===== src/hw/rtch_defines.svh =====
// Constants of the reader trigger and command handshake block
`ifndef RTCH_DEFINES_SVH
`define RTCH_DEFINES_SVH

// ============================================================
// Register byte offsets
`define RTCH_OFF_CTRL      12'h000
`define RTCH_OFF_STATUS    12'h004
`define RTCH_OFF_IRQ_STAT  12'h008
`define RTCH_OFF_IRQ_MASK  12'h00C
`define RTCH_OFF_TALLY     12'h010
`define RTCH_OFF_CMD_RES   12'h014
`define RTCH_OFF_CMD_INFO  12'h018
`define RTCH_OFF_CMD_DATA  12'h01C

// ============================================================
// Control fields
`define RTCH_CTRL_STATE_LSB  0
`define RTCH_CTRL_BUSY_BIT   2
`define RTCH_CTRL_PASS_BIT   3
`define RTCH_CTRL_FIN_BIT    4

// Interrupt status bit positions
`define RTCH_IRQ_TRIG      0
`define RTCH_IRQ_CYCLE     1
`define RTCH_IRQ_FINISH    2
`define RTCH_IRQ_CMD       3

// ============================================================
// Reset values and codes
`define RTCH_CTRL_RST      32'h0000_0000
`define RTCH_CMD_OK_CODE   16'h0006
`define RTCH_CMD_BAD_CODE  16'h0015
`define RTCH_BANG_CHAR     8'h21
`define RTCH_CR_CHAR       8'h0D

// Acquisition time per capture
`define RTCH_CAPTURE_NS    5000000
`define RTCH_CLK_NS        20
`define RTCH_CAPTURE_CYC   ((`RTCH_CAPTURE_NS + `RTCH_CLK_NS - 1) / `RTCH_CLK_NS)

`endif


===== src/hw/rtch_pkg.sv =====
// Types of the reader trigger and command handshake block
package rtch_pkg;

  // Operating state of the reader
  typedef enum logic [1:0] {
    RTCH_MODE_OFF   = 2'h0,
    RTCH_MODE_RUN   = 2'h1,
    RTCH_MODE_SETUP = 2'h2
  } rtch_mode_t;

  // Cyclic words from host to reader
  typedef struct packed {
    logic       trigger;
    logic       commandExecuteRequest;
    logic [7:0] commandByteCount;
  } rtch_host_out_t;

  // Cyclic words from reader to host
  typedef struct packed {
    logic [1:0]  operatingState;
    logic        triggerAccepted;
    logic        acquireIdle;
    logic        acquisitionDone;
    logic [7:0]  cycleTag;
    logic [7:0]  finishedCycleTag;
    logic        cycleSucceeded;
    logic        commandAccepted;
    logic [15:0] commandResultCode;
  } rtch_reader_in_t;

endpackage : rtch_pkg


===== src/hw/rtch_capture_timer.sv =====
// Acquisition timer: busy for a fixed count after a start pulse
`timescale 1ns/1ps
`default_nettype none
module rtch_capture_timer #(
  parameter int CYCLES = 250000
) (
  input  wire logic clk,      // System clock
  input  wire logic reset_n,  // Async reset, low
  input  wire logic start,    // Start pulse
  output logic      busy      // High while counting
);
  import rtch_pkg::*;

  logic [31:0] cnt_ff;
  logic [31:0] nxt_cnt;

  // ============================================================
  // Count down
  always_comb begin
    nxt_cnt = cnt_ff;
    if (start) begin
      nxt_cnt = 32'(CYCLES);
    end else if (cnt_ff != 32'h0) begin
      nxt_cnt = cnt_ff - 32'h1;
    end
  end

  always_ff @(posedge clk or negedge reset_n) begin
    if (!reset_n) begin
      cnt_ff <= 32'h0;
    end else begin
      cnt_ff <= nxt_cnt;
    end
  end

  assign busy = (cnt_ff != 32'h0);
endmodule : rtch_capture_timer
`default_nettype wire


===== src/hw/rtch_reader.sv =====
// Reader side of the trigger and command handshake with APB registers
//
// The placing of the registers and the APB slave port were chosen for this implementation.
`timescale 1ns/1ps
`default_nettype none
`include "rtch_defines.svh"
module rtch_reader #(
  parameter int CAPTURE_CYCLES = `RTCH_CAPTURE_CYC,
  parameter int CMD_BYTES      = 16
) (
  input  wire logic            clk,        // 50 MHz clock
  input  wire logic            reset_n,    // Async reset, low
  input  wire logic [11:0]     paddr,      // APB address
  input  wire logic            psel,       // APB select
  input  wire logic            penable,    // APB enable
  input  wire logic            pwrite,     // APB direction
  input  wire logic [31:0]     pwdata,     // APB write data
  output logic [31:0]          prdata,     // APB read data
  output logic                 pready,     // APB ready
  output logic                 pslverr,    // APB error
  input  wire rtch_pkg::rtch_host_out_t hostOut, // Words from host
  input  wire logic [7:0]      cmdByte,    // Command byte written
  input  wire logic [7:0]      cmdByteIdx, // Its index
  input  wire logic            cmdByteWe,  // Byte write strobe
  output rtch_pkg::rtch_reader_in_t readerIn, // Words to host
  output logic                 irq         // Level interrupt
);
  import rtch_pkg::*;

  // ============================================================
  // State
  logic [31:0]     ctrl_ff, nxt_ctrl;
  logic [3:0]      irqStat_ff, nxt_irqStat;
  logic [3:0]      irqMask_ff, nxt_irqMask;
  logic [7:0]      cycleTag_ff, nxt_cycleTag;
  logic [7:0]      finTag_ff, nxt_finTag;
  logic            trigAcc_ff, nxt_trigAcc;
  logic            pass_ff, nxt_pass;
  logic            cmdAcc_ff, nxt_cmdAcc;
  logic [15:0]     cmdCode_ff, nxt_cmdCode;
  logic [15:0]     passCnt_ff, nxt_passCnt;
  logic [15:0]     failCnt_ff, nxt_failCnt;
  logic [7:0]      cmdBuf_ff [CMD_BYTES];
  logic            capBusy, capStart;
  logic            wrEn, rdEn, cmdOk;
  logic [3:0]      events;
  rtch_mode_t      mode;

  assign wrEn = psel & penable & pwrite;
  assign rdEn = psel & penable & ~pwrite;
  assign mode = rtch_mode_t'(ctrl_ff[`RTCH_CTRL_STATE_LSB +: 2]);

  // Acquisition timer
  rtch_capture_timer #(
    .CYCLES (CAPTURE_CYCLES)
  ) u_timer (
    .clk     (clk),
    .reset_n (reset_n),
    .start   (capStart),
    .busy    (capBusy)
  );

  // ============================================================
  // Trigger take: host raises trigger while idle and active
  assign capStart = hostOut.trigger & ~trigAcc_ff & ~capBusy &
                    (mode != RTCH_MODE_OFF);

  // Command check: leading bang and CR terminator
  always_comb begin
    cmdOk = (cmdBuf_ff[0] == `RTCH_BANG_CHAR) &&
            (hostOut.commandByteCount != 8'h0) &&
            (hostOut.commandByteCount <= 8'(CMD_BYTES));
    if (cmdOk) begin
      cmdOk = cmdBuf_ff[4'(hostOut.commandByteCount - 8'h1)]
              == `RTCH_CR_CHAR;
    end
  end

  // Next handshake state
  always_comb begin
    nxt_trigAcc = trigAcc_ff;
    nxt_cycleTag = cycleTag_ff;
    nxt_finTag = finTag_ff;
    nxt_pass = pass_ff;
    nxt_cmdAcc = cmdAcc_ff;
    nxt_cmdCode = cmdCode_ff;
    nxt_passCnt = passCnt_ff;
    nxt_failCnt = failCnt_ff;
    events = 4'h0;
    if (capStart) begin
      nxt_trigAcc = 1'b1;
      nxt_cycleTag = cycleTag_ff + 8'h1;
      events[`RTCH_IRQ_TRIG] = 1'b1;
      events[`RTCH_IRQ_CYCLE] = 1'b1;
    end else if (!hostOut.trigger) begin
      nxt_trigAcc = 1'b0;
    end
    // report done when software finishes the cycle
    if (wrEn && paddr == `RTCH_OFF_CTRL && pwdata[`RTCH_CTRL_FIN_BIT]) begin
      nxt_finTag = cycleTag_ff;
      nxt_pass = pwdata[`RTCH_CTRL_PASS_BIT];
      if (pwdata[`RTCH_CTRL_PASS_BIT]) begin
        nxt_passCnt = passCnt_ff + 16'h1;
      end else begin
        nxt_failCnt = failCnt_ff + 16'h1;
      end
      events[`RTCH_IRQ_FINISH] = 1'b1;
    end
    if (hostOut.commandExecuteRequest && !cmdAcc_ff) begin
      nxt_cmdAcc = 1'b1;
      nxt_cmdCode = cmdOk ? `RTCH_CMD_OK_CODE : `RTCH_CMD_BAD_CODE;
      events[`RTCH_IRQ_CMD] = 1'b1;
    end else if (!hostOut.commandExecuteRequest) begin
      nxt_cmdAcc = 1'b0;
    end
  end

  // Next register values; set wins over clear
  always_comb begin
    nxt_ctrl = ctrl_ff;
    nxt_irqMask = irqMask_ff;
    nxt_irqStat = irqStat_ff;
    if (wrEn && paddr == `RTCH_OFF_CTRL) begin
      nxt_ctrl = pwdata & 32'h0000_000F;
    end
    if (wrEn && paddr == `RTCH_OFF_IRQ_MASK) begin
      nxt_irqMask = pwdata[3:0];
    end
    if (wrEn && paddr == `RTCH_OFF_IRQ_STAT) begin
      nxt_irqStat = irqStat_ff & ~pwdata[3:0];
    end
    nxt_irqStat = nxt_irqStat | events;
  end

  // ============================================================
  // Registers
  always_ff @(posedge clk or negedge reset_n) begin
    if (!reset_n) begin
      ctrl_ff     <= `RTCH_CTRL_RST;
      irqStat_ff  <= 4'h0;
      irqMask_ff  <= 4'h0;
      cycleTag_ff <= 8'h0;
      finTag_ff   <= 8'h0;
      trigAcc_ff  <= 1'b0;
      pass_ff     <= 1'b0;
      cmdAcc_ff   <= 1'b0;
      cmdCode_ff  <= 16'h0;
      passCnt_ff  <= 16'h0;
      failCnt_ff  <= 16'h0;
    end else begin
      ctrl_ff     <= nxt_ctrl;
      irqStat_ff  <= nxt_irqStat;
      irqMask_ff  <= nxt_irqMask;
      cycleTag_ff <= nxt_cycleTag;
      finTag_ff   <= nxt_finTag;
      trigAcc_ff  <= nxt_trigAcc;
      pass_ff     <= nxt_pass;
      cmdAcc_ff   <= nxt_cmdAcc;
      cmdCode_ff  <= nxt_cmdCode;
      passCnt_ff  <= nxt_passCnt;
      failCnt_ff  <= nxt_failCnt;
    end
  end

  // Command byte store, written by the host link
  always_ff @(posedge clk) begin
    if (cmdByteWe && cmdByteIdx < 8'(CMD_BYTES)) begin
      cmdBuf_ff[4'(cmdByteIdx)] <= cmdByte;
    end
  end

  // ============================================================
  // Outputs to host
  always_comb begin
    // state above zero in run or setup
    readerIn.operatingState = ctrl_ff[`RTCH_CTRL_STATE_LSB +: 2];
    readerIn.triggerAccepted = trigAcc_ff;
    readerIn.acquireIdle = ~capBusy;
    readerIn.acquisitionDone = ~capBusy;
    readerIn.cycleTag = cycleTag_ff;
    readerIn.finishedCycleTag = finTag_ff;
    readerIn.cycleSucceeded = pass_ff;
    // only acknowledge and code, no text
    readerIn.commandAccepted = cmdAcc_ff;
    readerIn.commandResultCode = cmdCode_ff;
  end

  assign irq = |(irqStat_ff & irqMask_ff);
  assign pready = 1'b1;
  assign pslverr = 1'b0;

  // APB read mux
  always_comb begin
    prdata = 32'h0;
    if (rdEn) begin
      unique case (paddr)
        `RTCH_OFF_CTRL:     prdata = {28'h0, ctrl_ff[3:0]};
        `RTCH_OFF_STATUS:   prdata = {16'h0, finTag_ff, cycleTag_ff};
        `RTCH_OFF_IRQ_STAT: prdata = {28'h0, irqStat_ff};
        `RTCH_OFF_IRQ_MASK: prdata = {28'h0, irqMask_ff};
        `RTCH_OFF_TALLY:    prdata = {failCnt_ff, passCnt_ff};
        `RTCH_OFF_CMD_RES:  prdata = {15'h0, cmdAcc_ff, cmdCode_ff};
        `RTCH_OFF_CMD_INFO: prdata = {20'h0, capBusy, pass_ff,
                                      trigAcc_ff, cmdOk,
                                      hostOut.commandByteCount};
        `RTCH_OFF_CMD_DATA: prdata = {24'h0, cmdBuf_ff[0]};
        default:            prdata = 32'h0;
      endcase
    end
  end
endmodule : rtch_reader
`default_nettype wire


===== config.mk =====
export PLATFORM = sky130hd
export DESIGN_NAME = rtch_reader
export DESIGN_NICKNAME = d
export VERILOG_FILES = /design/src/hw/rtch_pkg.sv /design/src/hw/rtch_capture_timer.sv /design/src/hw/rtch_reader.sv
export VERILOG_INCLUDE_DIRS = /design/src /design/src/hw
export SDC_FILE = /design/constraint.sdc
export NUM_CORES = 1
export LEC_CHECK = 0
export ABC_AREA = 1
export BUFFER_PORTS_ARGS = -buffer_cell sky130_fd_sc_hd__buf_2
export CAP_MARGIN = 5
export CORE_MARGIN = 2
export CORE_UTILIZATION = 64
export CTS_BUF_LIST = sky130_fd_sc_hd__clkbuf_2
export DETAILED_ROUTE_END_ITERATION = 8
export GPL_TIMING_DRIVEN = 0
export PLACE_DENSITY = 0.94
export SYNTH_ARGS = -nofsm -noshare
export SYNTH_HDL_FRONTEND = slang
export SYNTH_SLANG_ARGS = --single-unit

===== constraint.sdc =====
create_clock -name clk -period 3.6 [get_ports clk]
set_input_delay 0.18 -clock clk [delete_from_list [all_inputs] [get_ports clk]]
set_output_delay 0.18 -clock clk [all_outputs]
set_load 0.01 [all_outputs]

# After elaboration in Yosys (flattened, before gate mapping)
# Memory sizes are Yosys's and may differ from the RTL's.
# Index checks and enable logic that the tools add are counted.
# classes
add_sub_neg,5
n_lt_le_gt_ge,2
eq_ne,11
mux,16
n_bitwise,14
n_reduce_logical,17
# ops
cell,count
one-hot mux 32 bit (8 select lines),1
two-way mux 32 bit,3
"equality test 12 x 5 -> 1 bit, second input constant",4
"adder 16 x 1 -> 16 bit, second input constant",2
nonzero test 32 bit,1
"subtractor 32 x 1 -> 32 bit, second input constant",1
"equality test 12 x 4 -> 1 bit, second input constant",2
"equality test 12 x 3 -> 1 bit, second input constant",1
zero test 12 bit,1
two-way mux 1 bit,9
"adder 8 x 1 -> 8 bit, second input constant",1
AND 4 bit,2
"equality test 8 x 4 -> 1 bit, second input constant",1
"equality test 8 x 6 -> 1 bit, second input constant",1
"<= comparator 8 x 5 -> 1 bit, second input constant",1
logical AND 1 bit,8
"less-than comparator 8 x 5 -> 1 bit, second input constant",1
nonzero test 8 bit,1
AND 1 bit,6
two-way mux 5 bit,1
two-way mux 4 bit,1
"!= test 2 x 1 -> 1 bit, second input constant",2
inverter 1 bit,4
inverter 4 bit,1
other kinds (7),9
# totals
regBits,111
ramBits,128
input_bits,76
out_inout_bits,74
elab_cells,78
n_memories,1
# memory_table
name,depth,width,read_ports,rd_clocked_by_memory_dff,wr,line_no,text
cmdBuf_ff,16,8,2,0,1,rtch_reader.sv:43,logic [7:0] cmdBuf_ff [CMD_BYTES];

# Longest topological paths before layout
# Gate-level depths: netlist of the first run.
# An unclocked memory read counts as a cell.
# logic_depth
word_depth,7
depth_mapped,18

# By module
# From an unflattened synthesis of the first run, not the netlist that was laid out.
# unflattened
hier_cells,1211
hier_area_um2,11148.2
# by_module_without_submodules
module,instances,cells_each,area_per_inst_um2,seq_area_each_um2
rtch_reader,1,905,9062.4,5495.3
rtch_capture_timer,1,306,2085.8,800.8

# Worst setup path before layout of the first run
# Ideal clock, no wire load.
# synth_timing
path_kind,input -> output
startpoint,input hostOut[0] (netlist name)
endpoint,output prdata[8]
arrival_ps,2016
path_slack_ps,1404
cell_stages,16
path_cell_list,inv_1 > buf_2 > buf_2 > ha_1 > clkinv_1 > clkbuf_1 > nand3_1 > nand3_1 > nand2_1 > nor2_1 > nand2_1 > nand2_1 > nand2_1 > nand2_1 > nand3_1 > a21oi_1
# synth_via
elab_chain_len,6
word_cells_on_any_way,10
cone_classes,add/sub (1); order compare (1); eq/ne (1); mux (3); reduce/logical (3); memory (1)
# synth_rtl
item,line_no,text
"start, declared",rtch_reader.sv:21,"input wire rtch_pkg::rtch_host_out_t hostOut,"
subtractor 4 x 1 -> 4 bit / nonzero test 8 bit (equally long branches),"rtch_reader.sv:74, rtch_reader.sv:71",
memory (16 x 8 bit) / logical AND 1 bit (equally long branches),n/a,
equality test 8 x 4 -> 1 bit (no source line) / logical AND 1 bit (equally long branches),n/a,
two-way mux 1 bit (*),rtch_reader.sv:73,if (cmdOk) begin
one-hot mux 32 bit (8 select lines) (*),rtch_reader.sv:196,unique case (paddr)
two-way mux 32 bit (*),rtch_reader.sv:195,if (rdEn) begin
"end, declared",rtch_reader.sv:18,"output logic [31:0] prdata,"
# Mark *: on every way between the ends. The rest lies on a longest branch, timed or not.

# Worst setup path in the final report of the first run
# layout_timing
startpoint,input paddr[0]
endpoint,register ctrl_ff[1]
# layout_via
elab_chain_len,2
# layout_rtl
item,line_no,text
"start, declared",rtch_reader.sv:13,"input wire logic [11:0] paddr,"
zero test 12 bit,n/a,
logical AND 1 bit (no source line),n/a,
"end signal, assigned",rtch_reader.sv:139,ctrl_ff <= `RTCH_CTRL_RST;
"end signal, assigned",rtch_reader.sv:151,ctrl_ff <= nxt_ctrl;
"end, declared",rtch_reader.sv:32,"logic [31:0] ctrl_ff, nxt_ctrl;"
# No other way between the ends.
# A chain may end at the register's enable or synchronous reset.

==> results of run 1 <==
through the flow:
step	area, um2	cells	util
after floorplan	10900	1155	-
after global placement	11800	1483	0.707
after detailed placement	11800	1484	0.709
after CTS	12700	1622	0.762
after global routing	12700	1624	0.762
final	12700	1625	0.763
synthesized netlist by cell type (6+ instances only):
cell type  count
nand2_1      211
nor2_2         7
a21oi_1       14
xor2_1        49
buf_4         23
xnor2_1       11
nor4_1         9
nor2_4         9
dfrtp_1       98
ha_1           7
nor2_1       147
nand4_1       24
nand2_2        6
o22ai_1       13
edfxtp_1     128
o21ai_0       55
nor3_1        31
clkbuf_1       8
inv_1        155
buf_2          9
nand3_1       76
flip-flops by register name, indices dropped and copies added (netlist names):
name / flops
cmdAcc_ff: 1
cmdBuf_ff: 128
cmdCode_ff: 3
ctrl_ff: 4
cycleTag_ff: 8
failCnt_ff: 16
finTag_ff: 8
irqMask_ff: 4
irqStat_ff: 4
passCnt_ff: 16
pass_ff: 1
trigAcc_ff: 1
u_timer.cnt_ff: 32
worst min path at each step:
stage,to,start,slack [ns],depth (start not counted)
2_1_floorplan,cmdAcc_ff,reset_n,-0.12,0
3_3_place_gp,cmdAcc_ff,hostOut[8],0.38,2
3_5_place_dp,u_timer.cnt_ff[29],reset_n,0.18,1
4_1_cts,cmdBuf_ff[15][5],cmdByteIdx[0],0.02,3
5_1_grt,cmdBuf_ff[15][5],cmdByteIdx[0],0.03,3
6_report,cmdBuf_ff[15][5],cmdByteIdx[0],0.09,3
power breakdown:
group / switching, mW / leakage (nW) / internal, mW
sequential: 0.00434 / 2.32 / 2.74
combinational: 0.195 / 3.25 / 0.102
clock: 1.04 / 0.372 / 0.606
total: 1.24 / 5.94 / 3.45
logic make-up after synthesis:
family,count (synthesis)
AOI/OAI and AO/OA,101
buffers and inverters,201
and+or+nand+nor,546
DFF,226
adders and majority gates,7
other,2
xor gates and xnor gates,60
critical path, delay by kind of cell:
| kind | cells | cell delay (ns) |
|---|---|---|
| buffers and inverters | 6 | 3.15 |
| and+or+nand+nor | 6 | 0.83 |
| AOI/OAI and AO/OA | 1 | 0.11 |
area by class of cell:
| cell class | instances | share of cell area |
|---|---|---|
| well taps | 220 | 0.0217 |
| inverters | 159 | 0.0470 |
| flip-flops and latches | 226 | 0.496 |
| multi-input cells | 728 | 0.298 |
| clock inverters | 17 | 0.00601 |
| plain buffers | 42 | 0.0214 |
| repair buffers | 149 | 0.0773 |
| clock buffers | 81 | 0.0319 |
| diodes | 3 | 0.000591 |
per-layer routing:
metal  up-vias  GRT usage
met3       166     0.0619
met5         -          0
met4         0      0.191
li1       4226          -
met2       663      0.546
met1      4334      0.384
repair_timing:
item | 4_1_cts | 5_1_grt
endpoints found under the hold margin | 390 | 0
setup endpoints to repair | 0 | 1
gates resized for setup | 0 | 2
hold buffers | 40 | 0
==> summary.txt, run 1 <==
Yosys
  – Adder-cell share of the synthesized area: 0.00803
  – Ys flop type: edfxtp_1
  – Post-synthesis async set-or-reset flop share: 0.434
  – Post-synthesis xor/xnor area fraction: 0.0482
  – #FFs+latches synth: between 200 and 250
  – Number of synthesized flops with an enable pin: between 100 and 150
  – Yosys Warn Count: 0
  – Cells after Synth: 1,143
  – Post-Synth Simple-Gate Area: 0.233
  – Top cells by area, synth: edfxtp_1 35%, dfrtp_1 22%, nand2_1 7.3%, inv_1 5.3%, nor2_1 5.1%
  – Main combinational cell family by area after synthesis: simple AND/OR/NAND/NOR gates
  – Sequential area share after synthesis: 0.578
  – Multiplexer share of the synthesized area: 0
  – Mapped Area: 10,900 um2
  – Netlist cell types: 44
  – Synth top area share: 0.353
  – Synth Area in Compound Gates: 0.0527
  – Top cell type by total area after synthesis: edfxtp_1
  – Syn_area_per_cell: ~9.5 um2

Cells and area
  – Most frequent cells in the layout: 211 x nand2_1, 155 x inv_1, 147 x nor2_1
  – Final Net Count: around 1,400
  – Synthesis-to-finish area growth: 16.4%
  – Most common cell after layout, fill and taps aside: nand2_1
  – Sequential cell area: around 6300 um2
  – Fillers: approximately 1,000
  – Share of cells above drive strength 1: 0.193
  – Area of the multi-input gates: approximately 3800 um2

Timing
  – Max Freq: between 200 and 300 MHz
  – Clock skew: roughly 0.063 ns
  – Min cycle time layout: between 3 and 4 ns
  – Setup TNS: 0 ns
  – Final period util: 0.970
  – Rel. slew slack: 0.407
  – Final setup violation count: 0
  – RSZ-0062 raised after global routing: no
  – Least-Margin Pin Slew: about 0.89 ns
  – Final hold violation count: 0
  – Slew Limit Fails: 0
  – Crit path setup slack, layout: ~0.11 ns
  – Final hold slack: a little over 0.09 ns

GRT
  – Largest net degree at the start of global routing: 62
  – First-pass GRT wire length: 45,100 um
  – Number of global-route vias before repair: 9,205
  – GRT Util Overall: 0.322
  – Antenna violations before repair: 2
  – Grt ovf: 0

Clocking
  – Register clock-pin slew on the reported worst setup and hold paths: between 0.1 and 0.15 ns
  – Sink Count: roughly 230
  – Worst skew pair latency: between 0.8 and 0.9 ns
  – # H-tree levels: 2
  – Post-CTS Setup Bufs: 0
  – Max clock buf depth: 3
  – TritonCTS Buffers: 54
  – Clock root buffer master: clkbuf_2
  – CTS tree: done

Critical path
  – CP max stage delay: between 0.6 and 0.7 ns
  – RR Startpoint: u_timer.cnt_ff[0]
  – CP max FO: 10
  – Critical path capture point type: flip-flop
  – Crit path capture: ctrl_ff[1]
  – Reg-to-reg endpoint: cycleTag_ff[0]
  – Crit start category: input pin
  – WS Path Type: in2reg
  – Setup slack, reg-to-reg: 1.45 ns
  – Arr. time, crit path: 4.26 ns
  – Critical path's slowest cell: dlygate4sd3_1
  – R2R depth: 8
  – Crit-path cells: dlygate4sd3_1, buf_2, nor2_2, dlygate4sd3_1, nand2_2, nor2_4, nand2_4, dlygate4sd3_1, nor2_8, nand2_1, dlygate4sd3_1, o21ai_0, dlygate4sd3_1
  – Crit path launch: paddr[0]
  – Worst EP required: around 4.4 ns
  – Top cell by count, worst path: dlygate4sd3_1

Run
  – Max_cap viols: 0

Floorplanning
  – Width of the die: roughly 130 um
  – Initial core utilization: 0.655
  – Die area: 18,100 um2
  – Area of the core: ~17,000 um2
  – Chip Height: between 100 and 150 um
  – Io pins: 150
  – Row count: 47

Routing
  – DR iter-0 viols: just under 1,000
  – Residual DRC: 0
  – Final antenna-violating net count: 0
  – Total number of vias: between 9,000 and 10,000
  – First-pass iteration count of the detailed router: 6
  – Top sig layer: met4
  – Wire per inst: about 18 um
  – Vias per inst: 5.78
  – Met3 WL: 2660 um
  – Metal-1 WL: slightly above 10,000 um
  – Final WL: roughly 29,000 um
  – Metal2 WL: around 14,000 um

Power and ir drop
  – Leak pwr: roughly 5.9 nW
  – Peak supply drop: 0.000395 V
  – Overall Power: around 4.7 mW
  – Pwr/cell area: around 370 nW/um2

Place
  – Post-DP HPWL: between 15,000 and 20,000 um
  – Worst slack at placement: approximately 0.33 ns
  – Final Wtd Congestion: 0.941
  – IO Port Bufs: 108

Hold path
  – Hold Crit Class: in2reg

Run status
  – Outcome: finished clean
Note: power is estimated with default switching activity, not from simulation.
==> run 2, diff against run 1 <==
--- a/config.mk
+++ b/config.mk
@@ -6,15 +6,15 @@
 export SDC_FILE = /design/constraint.sdc
 export NUM_CORES = 1
 export LEC_CHECK = 0
-export ABC_AREA = 1
 export BUFFER_PORTS_ARGS = -buffer_cell sky130_fd_sc_hd__buf_2
 export CAP_MARGIN = 5
-export CORE_MARGIN = 2
+export CORE_MARGIN = 4
 export CORE_UTILIZATION = 64
 export CTS_BUF_LIST = sky130_fd_sc_hd__clkbuf_2
 export DETAILED_ROUTE_END_ITERATION = 8
 export GPL_TIMING_DRIVEN = 0
 export PLACE_DENSITY = 0.94
+export REMOVE_ABC_BUFFERS = 1
 export SYNTH_ARGS = -nofsm -noshare
 export SYNTH_HDL_FRONTEND = slang
 export SYNTH_SLANG_ARGS = --single-unit
==> run 2 against run 1 <==
Cell area shrank 9.2%. Utilization shrank 0.77 points. Clock power shrank 5%. Non-clock buffer count shrank 43. Critical path depth shrank 6. Wire length shrank 17%. Critical endpoint is now prdata[8]. Fmax grew 1.9%. Via count shrank 20%. Largest power group unchanged.
==> summary.txt, run 2 <==
Critical path
  – Reg-to-reg endpoint: u_timer.cnt_ff[28]
  – WS Path Type: reg2out
  – Critical path capture point type: primary output
  – Worst EP required: 3.42 ns (-0.94 ns)
  – R2R depth: 6 (-2)
  – Crit path launch: cmdBuf_ff[10][4]
  – CP max FO: 3 (-7)
  – Crit start category: flip-flop
  – Critical path's slowest cell: or4_1
  – Arr. time, crit path: 3.25 ns (-1.01 ns)
  – RR Startpoint: u_timer.cnt_ff[23]
  – CP max stage delay: 0.51 ns (-0.13 ns)
  – Crit-path cells: nor2_1, mux4_2, and3b_1, or4_1, a221oi_2, o22ai_1, buf_2
  – Setup slack, reg-to-reg: 0.59 ns (-0.86 ns)

Yosys
  – Main combinational cell family by area after synthesis: simple AND/OR/NAND/NOR gates
  – Cells after Synth: 812 (-29%)
  – Post-Synth Simple-Gate Area: 0.192 (-0.0412)
  – Adder-cell share of the synthesized area: 0.00878 (+0.000744)
  – Synth top area share: 0.385 (+0.0326)
  – Number of synthesized flops with an enable pin: 128 (unchanged)
  – Sequential area share after synthesis: 0.631 (+0.0535)
  – Yosys Warn Count: 0 (unchanged)
  – Synth Area in Compound Gates: 0.0623 (+0.00964)
  – Top-count cell post-synth: edfxtp_1
  – Top cells by area, synth: edfxtp_1 39%, dfrtp_1 25%, nand2_1 3.4%, xnor2_1 3.1%, nor2_1 2.4%
  – Multiplexer share of the synthesized area: 0.0265 (+0.0265)
  – Top cell type by total area after synthesis: edfxtp_1
  – #FFs+latches synth: 226 (unchanged)
  – Post-synthesis async set-or-reset flop share: 0.434 (unchanged)
  – Post-synthesis xor/xnor area fraction: 0.0483 (+0.0000725)
  – Mapped Area: 9980 um2 (-8.5%)
  – Netlist cell types: 67 (+52%)
  – Most instantiated cells after synthesis: 128 x edfxtp_1, 98 x dfrtp_1, 91 x nand2_1
  – Syn_area_per_cell: 12.3 um2 (+29%)
  – Ys flop type: edfxtp_1

Power and ir drop
  – Peak supply drop: 0.000339 V (-14%)
  – Overall Power: 4.51 mW (-3.9%)
  – Leak pwr: 4.71 nW (-21%)
  – Pwr/cell area: 392 nW/um2 (+5.9%)

Clocking
  – Clock root buffer master: clkbuf_2
  – # H-tree levels: 2 (unchanged)
  – Worst skew pair latency: 0.82 ns (-0.03 ns)
  – Max clock buf depth: 3 (unchanged)
  – TritonCTS Buffers: 54 (unchanged)
  – Sink Count: 226 (unchanged)
  – CTS tree: done
  – Register clock-pin slew on the reported worst setup and hold paths: 0.11 ns (about the same)

Cells and area
  – Most frequent cells in the layout: 128 x edfxtp_1, 107 x buf_2, 98 x dfrtp_1
  – Util after Layout: 0.755 (-0.00767)
  – Area of the multi-input gates: 3450 um2 (-8.7%)
  – Max reg flops: 128 (unchanged)
  – Largest Register: cmdBuf_ff
  – Fillers: 922 (-9.2%)
  – Largest registers: cmdBuf_ff x128, u_timer.cnt_ff x32
  – Synthesis-to-finish area growth: 15.5%
  – Most common cell after layout, fill and taps aside: edfxtp_1
  – Sequential cell area: 6300 um2 (unchanged)
  – Share of cells above drive strength 1: 0.226 (+0.0331)
  – Final Instance Area: 11,500 um2 (-9.2%)
  – Final Net Count: 1,069 (-26%)

GRT
  – Grt ovf: 0 (unchanged)
  – Largest net degree at the start of global routing: 76 (+23%)
  – Most Crowded Layer GR: met2
  – GRT Util Overall: 0.266 (-0.0553)
  – First-pass GRT wire length: 37,600 um (-17%)
  – Number of global-route vias before repair: 7,451 (-19%)
  – GRT met3 Usage: 0.0646 (+0.00270)
  – GR Util met1: 0.332 (-0.0520)
  – Antenna violations before repair: 5 (+3)
  – Met2 GRT Util: 0.454 (-0.0913)

Timing
  – Least-Margin Pin Slew: 1.14 ns (+0.250 ns)
  – Clock skew: 0.0401 ns (-0.0227 ns)
  – Slew Limit Fails: 0 (unchanged)
  – Final period util: 0.952 (-0.0182)
  – Crit path setup slack, layout: 0.172 ns (+0.0655 ns)
  – Final hold violation count: 0 (unchanged)
  – Setup TNS: 0 ns (unchanged)
  – Min cycle time layout: 3.43 ns (-0.0655 ns)
  – RSZ-0062 raised after global routing: no
  – Max Freq: 292 MHz (+1.9%)
  – Rel. slew slack: 0.237 (-0.171)
  – Final setup violation count: 0 (unchanged)

Hold path
  – Worst hold stages: 5 (+2)
  – Hold EP: irqStat_ff[2]
  – Hold Crit Class: in2reg
  – Hold_sp: penable

Routing
  – Final antenna-violating net count: 0 (unchanged)
  – Total number of vias: 7,515 (-20%)
  – DR iter-0 viols: 696 (-28%)
  – First-pass iteration count of the detailed router: 5 (-1)
  – Final WL: 23,700 um (-17%)
  – Residual DRC: 0 (unchanged)
  – Wire per inst: 19.1 um (+8.2%)
  – Vias per inst: 6.04 (+4.6%)

Place
  – Worst slack at placement: -0.511 ns (-0.842 ns)
  – Final Wtd Congestion: 0.946 (+0.56%)
  – IO Port Bufs: 108 (unchanged)
  – Post-DP HPWL: 15,200 um (-17%)
  – Placement Cell Area: 10,600 um2 (-9.9%)

Floorplanning
  – Die area: 17,700 um2 (-2.4%)
  – Width of the die: 133 um (-1.2%)
  – Chip Height: 133 um (-1.2%)
  – Initial core utilization: 0.654 (-0.00111)
  – Area of the core: 15,300 um2 (-8.3%)
  – Io pins: 150 (unchanged)
  – Row count: 45 (-4.3%)

Run status
  – Outcome: finished clean

Run
  – Max_cap viols: 0 (unchanged)
==> run 2: where the power goes <==
part           internal, mW  switching, mW
Sequential             2.74        0.00149
Combinational        0.0704          0.127
Clock                 0.572           1.00
==> run 2: metal layers <==
| metal | part of all wire | vias to the layer above |
|---|---|---|
| met5 | 0.00029 | - |
| met1 | 0.37 | 3610 |
| met3 | 0.10 | 70 |
| li1 | - | 3359 |
| met4 | 0.028 | 2 |
| met2 | 0.49 | 474 |
==> run 2: how the worst max path moves through the flow <==
stage                     slack, ns         to  depth (start not counted)
after floorplan                0.92  prdata[8]                          7
final                          0.17  prdata[8]                          7
after global routing           0.02  prdata[8]                          7
after CTS                      0.13  prdata[8]                          7
after global placement        -0.45  prdata[8]                          9
after detailed placement      -0.51  prdata[8]                          9
==> run 2: cell type report <==
class / instances / share of cell area
Antenna cell: 4 / 0.000869
Tap cell: 211 / 0.0229
Clock inverter: 24 / 0.00858
Clock buffer: 75 / 0.0326
Timing Repair Buffer: 148 / 0.0832
Multi-Input combinational cell: 539 / 0.300
Sequential cell: 226 / 0.547
Inverter: 17 / 0.00554
==> run 2: cells by family after synthesis <==
logic type	after synthesis
AO/OA/AOI/OAI	90
XOR/XNOR	55
adder cells (fa/ha/maj)	7
buffers and inverters	59
flip-flops	226
multiplexers	22
other	2
AND/OR/NAND/NOR	351
==> run 2: worst max-delay path: cells and delay by family, from the launching register on <==
kind                   cells  cell delay (ns)
DFF                        1             0.37
AOI/OAI and AO/OA          2             0.63
buffers and inverters      1             0.18
muxes                      1             0.50
and+or+nand+nor            3             0.78
==> run 2: per-stage QoR <==
stage	hold slack, ns	instances
6_report	0.0470	1244
5_1_grt	0.0342	1242
4_1_cts	0.00433	1239
3_5_place_dp	0.105	1102
3_3_place_gp	0.303	1101
2_1_floorplan	-0.116	782
==> run 2: timing repair <==
item | CTS | global route
endpoints found under the setup margin | 1 | 3
resized for setup | 3 | 0
endpoints found under the hold margin | 406 | 0
setup buffers | 0 | 1
pin swaps | 0 | 1
hold buffers | 38 | 0
